`config.mk`:
```
export PLATFORM = sky130hd
export DESIGN_NAME = sync_serial_port_ctrl
export DESIGN_NICKNAME = d
export VERILOG_FILES = /design/src/ssp_pkg.sv /design/src/sync_serial_port_ctrl.sv
export SDC_FILE = /design/constraint.sdc
export NUM_CORES = 1
export LEC_CHECK = 0
export BUFFER_PORTS_ARGS = -buffer_cell sky130_fd_sc_hd__clkbuf_2
export CAP_MARGIN = 20
export CORE_MARGIN = 5
export CORE_UTILIZATION = 56
export CTS_BUF_LIST = sky130_fd_sc_hd__clkbuf_8 sky130_fd_sc_hd__clkbuf_16
export DETAILED_ROUTE_END_ITERATION = 10
export PLACE_DENSITY = 0.79
export SKIP_LAST_GASP = 1
export SLEW_MARGIN = 15
export SYNTH_ARGS = -nofsm -noshare
export SYNTH_HDL_FRONTEND = slang
export SYNTH_SLANG_ARGS = --single-unit
```
`constraint.sdc`:
```
create_clock -name clk_i -period 3.2 [get_ports clk_i]
set_input_delay 0.16 -clock clk_i [delete_from_list [all_inputs] [get_ports clk_i]]
set_output_delay 0.16 -clock clk_i [all_outputs]
set_load 0.02 [all_outputs]
```
`src/ssp_pkg.sv`:
```
// constants, types and state record of the sync serial port controller
package ssp_pkg;
  // register byte addresses
  localparam logic [7:0] IFLG_ADR = 8'h0C;
  localparam logic [7:0] BUF_ADR = 8'h10;
  localparam logic [7:0] CTRL_ADR = 8'h14;
  localparam logic [7:0] OWN_ADR = 8'h90;
  localparam logic [7:0] STAT_ADR = 8'h94;
  // port_control fields
  localparam int WRITE_COLLISION_BIT = 7;
  localparam int OV_BIT = 6;
  localparam int EN_BIT = 5;
  localparam int CKP_BIT = 4;
  // port_status fields
  localparam int SMP_BIT = 7;
  localparam int CKE_BIT = 6;
  // port_mode_select codes
  localparam logic [3:0] M_DIV4 = 4'h0;
  localparam logic [3:0] M_DIV16 = 4'h1;
  localparam logic [3:0] M_DIV64 = 4'h2;
  localparam logic [3:0] M_TIMER2_OUTPUT = 4'h3;
  localparam logic [3:0] M_SLV_SS = 4'h4;
  localparam logic [3:0] M_SLV_NOSS = 4'h5;
  localparam logic [3:0] M_I2C7 = 4'h6;
  localparam logic [3:0] M_I2C10 = 4'h7;
  localparam logic [3:0] M_I2CFW = 4'hB;
  localparam logic [3:0] M_I2C7SP = 4'hE;
  localparam logic [3:0] M_I2C10SP = 4'hF;
  // half bit periods in clk cycles for osc/4, /16, /64
  localparam logic [5:0] HALF4 = 6'h02;
  localparam logic [5:0] HALF16 = 6'h08;
  localparam logic [5:0] HALF64 = 6'h20;
  localparam logic [4:0] SPI_EDGES = 5'h10;
  localparam logic [3:0] LAST_BIT = 4'h7;
  localparam logic [3:0] ACK_BIT = 4'h8;
  typedef enum logic [1:0] {I_IDLE, I_RCV, I_XMT} i2c_st_t;
  typedef struct packed {
    logic sck;
    logic sdi;
    logic ss_n;
    logic sda;
  } pins_t;
  typedef struct packed {
    logic cyc;
    logic stb;
    logic we;
    logic [7:0] adr;
    logic [3:0] sel;
    logic [31:0] dat;
  } wb_req_t;
  typedef struct packed {
    logic [31:0] dat;
    logic ack;
    logic [7:0] ctl;
    logic [7:0] own;
    logic input_sample_phase, cke, dna, stp, sta, rnw, ua, bf, intf;
    logic [7:0] sbuf;
    logic [7:0] rx;
    logic [7:0] tx;
    pins_t s1, s2, s3;
    logic [5:0] div;
    logic [4:0] edges;
    logic [3:0] bits;
    logic busy, pend, sck_lvl, sdo;
    i2c_st_t ist;
    logic addr_ph, addr2, sda_lo;
    logic o_sck, o_sck_oe, o_sdo_oe, o_sda, o_sda_oe, o_taken;
  } st_t;
  localparam st_t ST_RST = '0;
endpackage

```
`src/sync_serial_port_ctrl.sv`:
```
// sync serial port: spi master/slave and i2c slave behind a wishbone slave
// How it works
// - master samples input at end of output time if phase bit set, else middle
// - shift-out edge follows clock edge bit, swapped for idle-high polarity
// - i2c data/address bit shows whether last byte was data or address
// - stop-seen set on stop; cleared by reset, disable or start
// - start-seen set on start; cleared by reset, disable or stop
// - direction bit of last matching address held until start, stop or ack
// - ten-bit i2c raises address-update when own address must be rewritten
// - receive completion sets buffer-full; cleared when buffer empties
// - i2c transmit keeps buffer-full set until byte shifted out
// - buffer write during transmission sets write-collision; software clears it
// - spi overflow flagged when byte arrives with buffer full; new byte dropped
// - spi overflow only in slave mode, never in master mode
// - i2c overflow on byte into full buffer; software clears overflow
// - spi port enable hands clock, data-out and data-in pins to port
// - i2c port enable hands data and clock pins to port
// - spi clock idles at the clock polarity level
// - i2c holds clock low while polarity bit is zero
// - modes 0000-0011 give spi master at osc/4, /16, /64, timer2/2
// - modes 0100/0101 give spi slave with and without slave select
// - modes 0110/0111 i2c slave 7/10-bit, 1011 firmware master
// - modes 1110/1111 i2c slave plus start/stop interrupts
// - address byte not acknowledged while buffer-full or overflow set
// - port interrupt flag set for every byte; software clears it
module sync_serial_port_ctrl
  import ssp_pkg::*;
(
  input wire logic clk_i, // system clock
  input wire logic rst_i, // synchronous reset, high
  input wire wb_req_t wb_i, // wishbone request
  output logic [31:0] wb_dat_o, // wishbone read data
  output logic wb_ack_o, // wishbone ack
  input wire logic timer2_tick_i, // timer2 output pulse
  input wire pins_t pins_i, // raw pin levels
  output logic sck_o, // clock pin level
  output logic sck_oe_o, // clock pin drive enable
  output logic sdo_o, // spi data out
  output logic sdo_oe_o, // spi data out enable
  output logic sda_o, // i2c data level (low)
  output logic sda_oe_o, // i2c data drive enable
  output logic pins_taken_o // pins belong to port
);
  st_t q, n;
  logic en, master, slave, i2c, i2c_slv, tenbit, sp_irq, slv_sel;
  logic acc, wr, rd, bufwr, txbusy, tick, spi_edge, edge_rise, is_tx;
  logic done_m, done_s, scl_r, scl_f, start_c, stop_c, byte_end, match;
  logic [3:0] mode;
  logic [5:0] half;
  logic [7:0] rdata;

  function automatic logic [7:0] shl(input logic [7:0] v, input logic b);
    return {v[6:0], b};
  endfunction

  // mode decode
  // mode select decode
  assign mode = q.ctl[3:0];
  assign en = q.ctl[EN_BIT];
  assign master = mode <= M_TIMER2_OUTPUT;
  assign slave = mode == M_SLV_SS || mode == M_SLV_NOSS;
  assign i2c_slv = mode == M_I2C7 || mode == M_I2C10 || mode == M_I2C7SP || mode == M_I2C10SP;
  assign i2c = i2c_slv || mode == M_I2CFW;
  assign tenbit = mode == M_I2C10 || mode == M_I2C10SP;
  assign sp_irq = mode == M_I2C7SP || mode == M_I2C10SP || mode == M_I2CFW;
  assign slv_sel = mode == M_SLV_NOSS || !q.s2.ss_n;

  // wishbone decode: write and read side effects at the acked edge
  assign acc = wb_i.cyc && wb_i.stb;
  assign wr = acc && q.ack && wb_i.we && wb_i.sel[0];
  assign rd = acc && q.ack && !wb_i.we;
  assign bufwr = wr && wb_i.adr == BUF_ADR;
  assign txbusy = master ? q.busy : slave ? q.edges != 5'h00 : q.ist == I_XMT && q.bf;

  // master bit clock divider
  // rate selection
  assign half = mode == M_DIV4 ? HALF4 : mode == M_DIV16 ? HALF16 : HALF64;
  assign tick = en && q.busy && master &&
                (mode == M_TIMER2_OUTPUT ? timer2_tick_i : q.div == half - 6'h01);

  // spi edge source and direction
  // transmit edge polarity
  assign spi_edge = master ? tick && q.edges < SPI_EDGES
                           : en && slave && slv_sel && (q.s2.sck ^ q.s3.sck);
  assign edge_rise = master ? !q.sck_lvl : q.s2.sck;
  assign is_tx = edge_rise == (q.cke ^ q.ctl[CKP_BIT]);
  assign done_m = tick && q.edges == SPI_EDGES;
  assign done_s = en && slave && spi_edge && !is_tx && q.bits == LAST_BIT;

  // i2c line events from synchronised levels
  assign scl_r = q.s2.sck && !q.s3.sck;
  assign scl_f = !q.s2.sck && q.s3.sck;
  assign start_c = q.s2.sck && q.s3.sck && q.s3.sda && !q.s2.sda;
  assign stop_c = q.s2.sck && q.s3.sck && !q.s3.sda && q.s2.sda;
  assign byte_end = en && i2c && scl_f && q.ist != I_IDLE && q.bits == LAST_BIT;
  assign match = q.addr2 ? q.rx == q.own : q.rx[7:1] == q.own[7:1];

  // register read mux
  always_comb begin
    unique case (wb_i.adr)
      CTRL_ADR: rdata = q.ctl;
      STAT_ADR: rdata = {q.input_sample_phase, q.cke, q.dna, q.stp, q.sta, q.rnw, q.ua, q.bf};
      BUF_ADR: rdata = q.sbuf;
      OWN_ADR: rdata = q.own;
      IFLG_ADR: rdata = {7'h00, q.intf};
      default: rdata = 8'h00;
    endcase
  end

  // next state
  always_comb begin
    n = q;
    n.s1 = pins_i;
    n.s2 = q.s1;
    n.s3 = q.s2;
    n.ack = acc && !q.ack;
    if (acc && !q.ack) begin
      n.dat = {24'h000000, rdata};
    end
    // software writes first, so hardware sets below win
    if (wr) begin
      unique case (wb_i.adr)
        CTRL_ADR: n.ctl = wb_i.dat[7:0];
        STAT_ADR: begin
          n.input_sample_phase = wb_i.dat[SMP_BIT];
          n.cke = wb_i.dat[CKE_BIT];
        end
        OWN_ADR: begin
          n.own = wb_i.dat[7:0];
          n.ua = 1'b0;
        end
        IFLG_ADR: n.intf = q.intf && wb_i.dat[0];
        default: ;
      endcase
    end
    if (rd && wb_i.adr == BUF_ADR) begin
      n.bf = 1'b0;
    end
    // buffer write: collision or load
    if (bufwr) begin
      if (txbusy) begin
        n.ctl[WRITE_COLLISION_BIT] = 1'b1;
      end else begin
        n.sbuf = wb_i.dat[7:0];
        n.tx = wb_i.dat[7:0];
        if (i2c) begin
          if (q.ist == I_XMT) begin
            n.bf = 1'b1;
            n.sda_lo = !wb_i.dat[7];
            n.tx = shl(wb_i.dat[7:0], 1'b0);
            n.bits = 4'h0;
          end
        end else begin
          n.busy = 1'b1;
          n.edges = 5'h00;
          n.bits = 4'h0;
          n.div = 6'h00;
          n.pend = 1'b0;
          if (!q.cke) begin
            n.sdo = wb_i.dat[7];
            n.tx = shl(wb_i.dat[7:0], 1'b0);
          end
        end
      end
    end
    // spi master clock
    if (master && q.busy) begin
      n.div = tick ? 6'h00 : q.div + 6'h01;
    end else if (master) begin
      n.sck_lvl = q.ctl[CKP_BIT];
    end
    // delayed sample at end of output time
    if (tick && q.pend) begin
      n.rx = shl(q.rx, q.s2.sdi);
      n.bits = q.bits + 4'h1;
      n.pend = 1'b0;
    end
    if (spi_edge) begin
      n.edges = q.edges + 5'h01;
      if (master) begin
        n.sck_lvl = !q.sck_lvl;
      end
      if (is_tx) begin
        n.sdo = q.tx[7];
        n.tx = shl(q.tx, 1'b0);
      end else if (q.input_sample_phase && master) begin
        n.pend = 1'b1;
      end else begin
        n.rx = shl(q.rx, q.s2.sdi);
        n.bits = q.bits + 4'h1;
      end
    end
    if (slave && !slv_sel) begin
      n.edges = 5'h00;
      n.bits = 4'h0;
    end
    if (done_m || done_s) begin
      n.busy = 1'b0;
      n.edges = 5'h00;
      n.bits = 4'h0;
      n.intf = 1'b1;
      if (slave && q.bf) begin
        n.ctl[OV_BIT] = 1'b1;
      end else begin
        n.sbuf = n.rx;
        n.bf = 1'b1;
      end
    end
    // i2c engine
    if (en && i2c) begin
      if (start_c) begin
        n.sta = 1'b1;
        n.stp = 1'b0;
        n.rnw = 1'b0;
        n.ist = i2c_slv ? I_RCV : I_IDLE;
        n.addr_ph = 1'b1;
        n.addr2 = 1'b0;
        n.bits = 4'h0;
        n.sda_lo = 1'b0;
        n.intf = q.intf || sp_irq;
      end else if (stop_c) begin
        n.stp = 1'b1;
        n.sta = 1'b0;
        n.rnw = 1'b0;
        n.ist = I_IDLE;
        n.sda_lo = 1'b0;
        n.intf = q.intf || sp_irq;
      end else if (scl_r && q.ist == I_RCV && q.bits < ACK_BIT) begin
        n.rx = shl(q.rx, q.s2.sda);
      end else if (scl_r && q.ist == I_XMT && q.bits == ACK_BIT && q.s2.sda) begin
        n.ist = I_IDLE;
      end else if (byte_end) begin
        n.bits = ACK_BIT;
        n.intf = 1'b1;
        if (q.ist == I_XMT) begin
          n.bf = 1'b0;
          n.dna = 1'b1;
          n.sda_lo = 1'b0;
        end else if (q.addr_ph && !match) begin
          n.ist = I_IDLE;
        end else if ((q.bf || q.ctl[OV_BIT]) && q.addr_ph) begin
          n.ctl[OV_BIT] = 1'b1;
        end else if (q.bf || q.ctl[OV_BIT]) begin
          n.ctl[OV_BIT] = 1'b1;
          n.dna = 1'b1;
        end else begin
          n.sbuf = q.rx;
          n.bf = 1'b1;
          n.sda_lo = 1'b1;
          n.dna = !q.addr_ph;
          if (q.addr_ph) begin
            n.ua = tenbit;
            n.addr2 = tenbit && !q.addr2 && !q.rx[0];
            n.addr_ph = n.addr2;
            if (!q.addr2) begin
              n.rnw = q.rx[0];
              n.ist = q.rx[0] ? I_XMT : I_RCV;
            end
          end
        end
      end else if (scl_f && q.ist != I_IDLE && q.bits == ACK_BIT) begin
        n.bits = 4'h0;
        n.sda_lo = 1'b0;
        n.rnw = 1'b0;
        if (q.ist == I_XMT) begin
          // hardware stretches clock for next byte
          n.ctl[CKP_BIT] = 1'b0;
        end
      end else if (scl_f && q.ist != I_IDLE) begin
        n.bits = q.bits + 4'h1;
        if (q.ist == I_XMT) begin
          n.sda_lo = !q.tx[7];
          n.tx = shl(q.tx, 1'b0);
        end
      end
    end
    if (!en) begin
      n.sta = 1'b0;
      n.stp = 1'b0;
      n.busy = 1'b0;
      n.pend = 1'b0;
      n.edges = 5'h00;
      n.bits = 4'h0;
      n.ist = I_IDLE;
      n.sda_lo = 1'b0;
      n.sck_lvl = q.ctl[CKP_BIT];
    end
    n.o_taken = en;
    n.o_sck = i2c ? 1'b0 : n.sck_lvl;
    // clock stretch while polarity bit clear
    n.o_sck_oe = en && (master || (i2c && !n.ctl[CKP_BIT]));
    n.o_sdo_oe = en && (master || (slave && slv_sel));
    n.o_sda_oe = en && i2c && n.sda_lo;
  end

  // state register
  always_ff @(posedge clk_i) begin
    if (rst_i) begin
      q <= ST_RST;
    end else begin
      q <= n;
    end
  end

  // outputs straight from the state record
  assign wb_dat_o = q.dat;
  assign wb_ack_o = q.ack;
  assign sck_o = q.o_sck;
  assign sck_oe_o = q.o_sck_oe;
  assign sdo_o = q.sdo;
  assign sdo_oe_o = q.o_sdo_oe;
  assign sda_o = q.o_sda;
  assign sda_oe_o = q.o_sda_oe;
  assign pins_taken_o = q.o_taken;
endmodule

```
; ---- Word level (Yosys, flattened, before mapping)
; Cells that the tools add are included.
; Widths: inputs -> output; s select.
[word_totals]
reg_bits = 97
inputBits = 54
output_inout_bits = 40
[classes]
addsub = 4
order_cmp = 3
eq_ne = 50
mux = 169
bitwise_logic = 9
reduce_logical = 109
[op_table]
columns = op, n
row1 = $mux 8, 25
row2 = $mux 1, 74
row3 = $mux 4, 17
row4 = $mux 5, 13
row5 = $logic_and 1x1->1, 53
row6 = $mux 24, 2
row7 = $pmux 8 s5, 1
row8 = $mux 17, 2
row9 = $mux 27, 1
row10 = $mux 3, 9
row11 = $mux 2, 13
row12 = $ne 5x5->1 const B, 5
row13 = $mux 12, 2
row14 = $mux 6, 4
row15 = $mux 11, 2
row16 = $eq 4x3->1 const B, 5
row17 = $reduce_and 10->1, 2
row18 = $mux 18, 1
row19 = $ne 3x3->1 const B, 6
row20 = $logic_not 1->1, 17
row21 = $eq 4x4->1 const B, 4
row22 = $eq 8x5->1 const B, 2
row23 = $eq 8x8->1 const B, 2
row24 = $mux 16, 1
row25 = other kinds (39), 81

; ---- Longest topological paths before layout
[depth]
depth_word = 29
ltp_mapped = 10

; ---- Worst setup path before layout
; Ideal clock, no wire load.
[synth_path]
path_kind = reg2reg
from = reg q[26] (netlist bit)
to = reg q[59] (netlist bit)
arrival_time_ns = 2.364
required_time_ns = 3.085
path_slack_ns = 0.722
path_stages_with_launch = 10
path_buffers = 2
period_less_slack_ns = 2.478
cell_sequence = dfxtp_1 -> buf_6 -> or3_1 -> a221o_1 -> o21a_4 -> or3_4 -> buf_6 -> and2_4 -> o21a_4 -> o21a_1
[synth_between]
elab_chain_len = 20
elab_cells_between_ends = 27
cone_classes = 1 x eq/ne / 18 x mux / 8 x reduce/logical
[synth_rtl]
columns = element, line
row1 = "start, declared", sync_serial_port_ctrl.sv:44  ; st_t q, n;
row2 = "start signal, assigned", sync_serial_port_ctrl.sv:301  ; q <= n;
row3 = $eq 6x6->1 *, sync_serial_port_ctrl.sv:79  ; (mode == M_TIMER2_OUTPUT ? timer2_tick_i : q.div == half - 6'h01);
row4 = $mux 1 *, sync_serial_port_ctrl.sv:79
row5 = $logic_and 1x1->1 *, sync_serial_port_ctrl.sv:78  ; assign tick = en && q.busy && master &&
row6 = $logic_and 1x1->1 (on tied branches), "sync_serial_port_ctrl.sv:173, sync_serial_port_ctrl.sv:83"
row7 = $mux 8 / $mux 1 (equally long branches), "sync_serial_port_ctrl.sv:173, sync_serial_port_ctrl.sv:83"
row8 = $mux 8 / $logic_and 1x1->1 (equally long branches), "sync_serial_port_ctrl.sv:186, sync_serial_port_ctrl.sv:88"
row9 = $mux 8 / $logic_and 1x1->1 (equally long branches), "sync_serial_port_ctrl.sv:183, sync_serial_port_ctrl.sv:88"
row10 = $mux 16 / $logic_and 1x1->1 (equally long branches), "sync_serial_port_ctrl.sv:178, sync_serial_port_ctrl.sv:88"
row11 = [... 4 more ...], -
row12 = $mux 8, sync_serial_port_ctrl.sv:239  ; end else if (q.addr_ph && !match) begin
row13 = $mux 8, sync_serial_port_ctrl.sv:235  ; if (q.ist == I_XMT) begin
row14 = $mux 11, sync_serial_port_ctrl.sv:232  ; end else if (byte_end) begin
row15 = $mux 12, sync_serial_port_ctrl.sv:230  ; end else if (scl_r && q.ist == I_XMT && q.bits == ACK_BIT && q.s2.sda) begin
row16 = $mux 12, sync_serial_port_ctrl.sv:228  ; end else if (scl_r && q.ist == I_RCV && q.bits < ACK_BIT) begin
row17 = $mux 24, sync_serial_port_ctrl.sv:221  ; end else if (stop_c) begin
row18 = $mux 24, sync_serial_port_ctrl.sv:211  ; if (start_c) begin
row19 = $mux 27 *, sync_serial_port_ctrl.sv:210  ; if (en && i2c) begin
; Every way passes the cells marked *; elsewhere a longest branch is shown, timed or not. The select of a mux whose other input is x is not followed.
; A chain may end at the register's enable or synchronous reset.

; ---- Worst setup path in the final report
[layout_path]
from = reg q (netlist bit mode[1])
to = reg q[62] (netlist bit)
[layout_between]
elab_chain_len = 24
elab_cells_between_ends = 64
cone_classes = 1 x add/sub / 1 x order compare / 11 x eq/ne / 25 x mux / 26 x reduce/logical
[layout_rtl]
columns = element, line
row1 = $eq 4x1->1, sync_serial_port_ctrl.sv:77  ; assign half = mode == M_DIV4 ? HALF4 : mode == M_DIV16 ? HALF16 : HALF64;
row2 = $mux 6 (2 in a row), sync_serial_port_ctrl.sv:77
row3 = $sub 6x1->6, sync_serial_port_ctrl.sv:79
row4 = $eq 6x6->1, sync_serial_port_ctrl.sv:79
row5 = $mux 1, sync_serial_port_ctrl.sv:79
row6 = $logic_and 1x1->1, sync_serial_port_ctrl.sv:78
row7 = $logic_and 1x1->1 (on tied branches), "sync_serial_port_ctrl.sv:173, sync_serial_port_ctrl.sv:83"
row8 = $mux 8 / $mux 1 (equally long branches), "sync_serial_port_ctrl.sv:173, sync_serial_port_ctrl.sv:83"
row9 = [... 7 more ...], -
row10 = $mux 8, sync_serial_port_ctrl.sv:239
row11 = $mux 8, sync_serial_port_ctrl.sv:235
row12 = $mux 11, sync_serial_port_ctrl.sv:232
row13 = $mux 12, sync_serial_port_ctrl.sv:230
row14 = $mux 12, sync_serial_port_ctrl.sv:228
row15 = $mux 24, sync_serial_port_ctrl.sv:221
row16 = $mux 24, sync_serial_port_ctrl.sv:211
row17 = $mux 27 *, sync_serial_port_ctrl.sv:210
; Marks and branches as above.

==> results.toml <==
[outcome]
status = "completed"

[flow_run]
maxCapViolCount = 0

[critical_path]
r2r-start = "mode[1]"
timing_worst_setup_path_type = "reg2reg"
critPathTopFamily = "simple AND/OR/NAND/NOR gates"
worstSetupEndpointType = "flip-flop"
crit_chain = "buf_4 > nor3_1 > mux2i_1 > nor3_2 > o211ai_1 > nor3b_1 > a211oi_1 > o21a_1"
crit_start = "mode[1]"
worst-path-stages = 8
path_buf_inv = 1
arrival_ps = 3320
crit_path_top_delay_cell = "nor3b_1"
worstPathRequired_ps = 3480
endpoint = "q[62]"
slowest_delay_ps = 900
r2r_cells = 8
reg2reg_to = "q[62]"
r2r_setup_slack_ps = 160
startpoint_type = "flip-flop"
worstPathMaxFanout = 10

[die]
initial_core_util_pct = 57.5
die_area_um2 = 12200
num_rows = 36
die_w_um = 110
io_pins = 94
die_h_um = 110
core_um2 = 9820

[worst_hold_path]
hp-start = "wb_i[2]"
hp-class = "in2reg"

[power_and_ir_drop]
combinationalPowerShare_pct = 5.4
seq_power_share_pct = 59.3
leakagePower_nw = 2.28
max-vdd-ir-drop_mv = 0.241
power.switching_mw = 0.526
sw_frac_of_total_pct = 25.7
p_per_area_nw_per_um2 = 335
power.internal_mw = 1.52
power.share.clock_pct = 35.3
total_power_mw = 2.05

[sta]
setup_viol = 0
finalHoldViolations = 0
relSlewSlack_pct = 28.3
fin_tns_setup_ps = 0
worst_slack_ps = 160
timing.final.crit_period_ps = 3040
worst_slew_pin_slew_ps = 1070
fmax_mhz = 329
finalCritPeriodShare_pct = 95.0
report.final.slew_viol_count = 0
rsz0062_at_grt = "false"
skew_ps = 17.7

[yosys]
synth_ff_type = "dfxtp_1"
synth_warnings = 0
synth_seq_cells = 97
yosysSeqAreaShare_pct = 34.4
ys_async_sr_fraction_pct = 0
synth_cells = 660
netlist_area_um2 = 5640
synth.avg_cell_area_um2 = 8.55
synth.top_cell.area_share_pct = 34.4
synth_area_leader_cell = "dfxtp_1"
ys_top_cells_by_area = "dfxtp_1 (34%), mux2i_1 (8.0%), nor2_1 (5.4%)"
synth_edf_count = 0
yosysUniqueCellTypes = 80

[placement]
pre_cts_slack_ps = 370
hpwl_um = 11500
io_buffer_count = 41
place_inst = 815
place.gp.congestion = 0.993

[cells_and_area]
layout_commonest_cell = "dfxtp_1"
final_cell_count_no_fill = 834
fillCellCount = 879
syn_to_final_growth_pct = 8.23
fin_util_pct = 62.2
num_antenna_cells = 0
nNetsFinal = 759
drive_gt1_share_pct = 15.8
layout_common_cells = "dfxtp_1 (97), nor2_1 (81), mux2i_1 (45)"

[grt]
antenna_found_initial = 0
grt_usage_pct = 27.2
grt_pass1_vias = 5029
grt_pass1_wl_um = 25800
grt_overflow = 0
grt_max_degree = 79

[cts]
numCtsBuffers = 9
post_cts_buffers = 0
cts.sinks = 97
clockBufferDepth = 2
cts_tree = "built"
clk_latency_ps = 390
cts_max_level = 3
clkTransAtPathRegs_ps = 100
cts.root.buffer_cell = "clkbuf_8"

[detailed_routing]
drtPass1Iterations = 6
dr.first_iter.drc_count = 416
vias_per_cell = 6.34
vias = 5284
avgRoutedWirePerCell_um = 18.9
ant_nets = 0
drc = 0
drt-total-wl_um = 15800
==> synth_stat cells (13+ instances only) <==
| cell | instances |
|---|---|
| o21ai_0 | 16 |
| a31oi_1 | 13 |
| nor2_1 | 81 |
| a21oi_1 | 39 |
| nor3_1 | 18 |
| nand2_1 | 37 |
| inv_1 | 14 |
| mux2i_1 | 45 |
| nand3_1 | 29 |
| dfxtp_1 | 97 |
| buf_4 | 33 |
| clkbuf_1 | 20 |
==> flip-flops by register name, indices dropped and copies added, names as in the netlist, 4 cells and up <==
name / cells
n: 8
mode: 4
q: 69
wb_dat_o: 8
==> worst min path at each step <==
stage               depth (start not counted)      end  slack (ps)
detailed placement                          2    n[36]         370
floorplan                                   1    n[34]         290
CTS                                         3  mode[2]          90
global route                                3  mode[2]         130
global placement                            2    n[36]         370
finish                                      3  mode[2]         110
==> cell families (layout without fill, tap and decap cells) <==
| logic type | after synthesis | count (layout) | share of synthesized area (%) |
|---|---|---|---|
| compound gates | 150 | 150 | 18.7 |
| xor+xnor | 14 | 14 | 2.17 |
| fa+ha+maj | 8 | 8 | 1.77 |
| buf+inv | 83 | 100 | 8.18 |
| flops | 97 | 97 | 34.4 |
| mux | 58 | 58 | 12.0 |
| other cells | 1 | 25 | 0.0665 |
| simple gates | 249 | 249 | 22.7 |
==> power by group through the flow <==
stage          Clock (mW)  Combinational, mW  Sequential (mW)
2_1_floorplan           0             0.0913             1.24
3_3_place_gp            0              0.103             1.24
3_5_place_dp            0              0.105             1.24
4_1_cts             0.731              0.109             1.22
5_1_grt             0.786              0.121             1.22
6_report            0.722              0.111             1.22
==> worst min-delay path: stages <==
cell and delay, ps:
clkbuf_2 150, nand3_1 90, a21oi_1 50
==> metrics by stage <==
stage	hold WS [ps]	area, um2
6_report	105	6110
4_1_cts	86.9	6110
3_5_place_dp	372	5900
3_3_place_gp	368	5900
2_1_floorplan	288	5730
5_1_grt	129	6110
==> per-layer routing <==
layer | share of wire, % | routed length (um) | global-route usage (%)
met4 | 2.8 | 437 | 12.8
met5 | 0.22 | 35 | 2.68
met2 | 47 | 7370 | 43.3
met3 | 9.3 | 1470 | 4.78
met1 | 41 | 6470 | 35.8
==> what timing repair did <==
action	in CTS	in global routing
endpoints found under the hold margin	4	0
setup endpoints to repair	0	0
resized for setup	0	0
hold buffers	4	0
==> area by class of cell <==
| class | instances | area (um2) | share of cell area (%) |
|---|---|---|---|
| clock buffer | 9 | 124 | 2.03 |
| inverter | 15 | 56.3 | 0.922 |
| tap | 133 | 166 | 2.72 |
| timing repair buffer | 70 | 433 | 7.09 |
| sequential | 97 | 1940 | 31.8 |
| clock inverter | 6 | 45.0 | 0.738 |
| multi-input combinational | 504 | 3340 | 54.7 |
(Power assumes the default switching activity.)
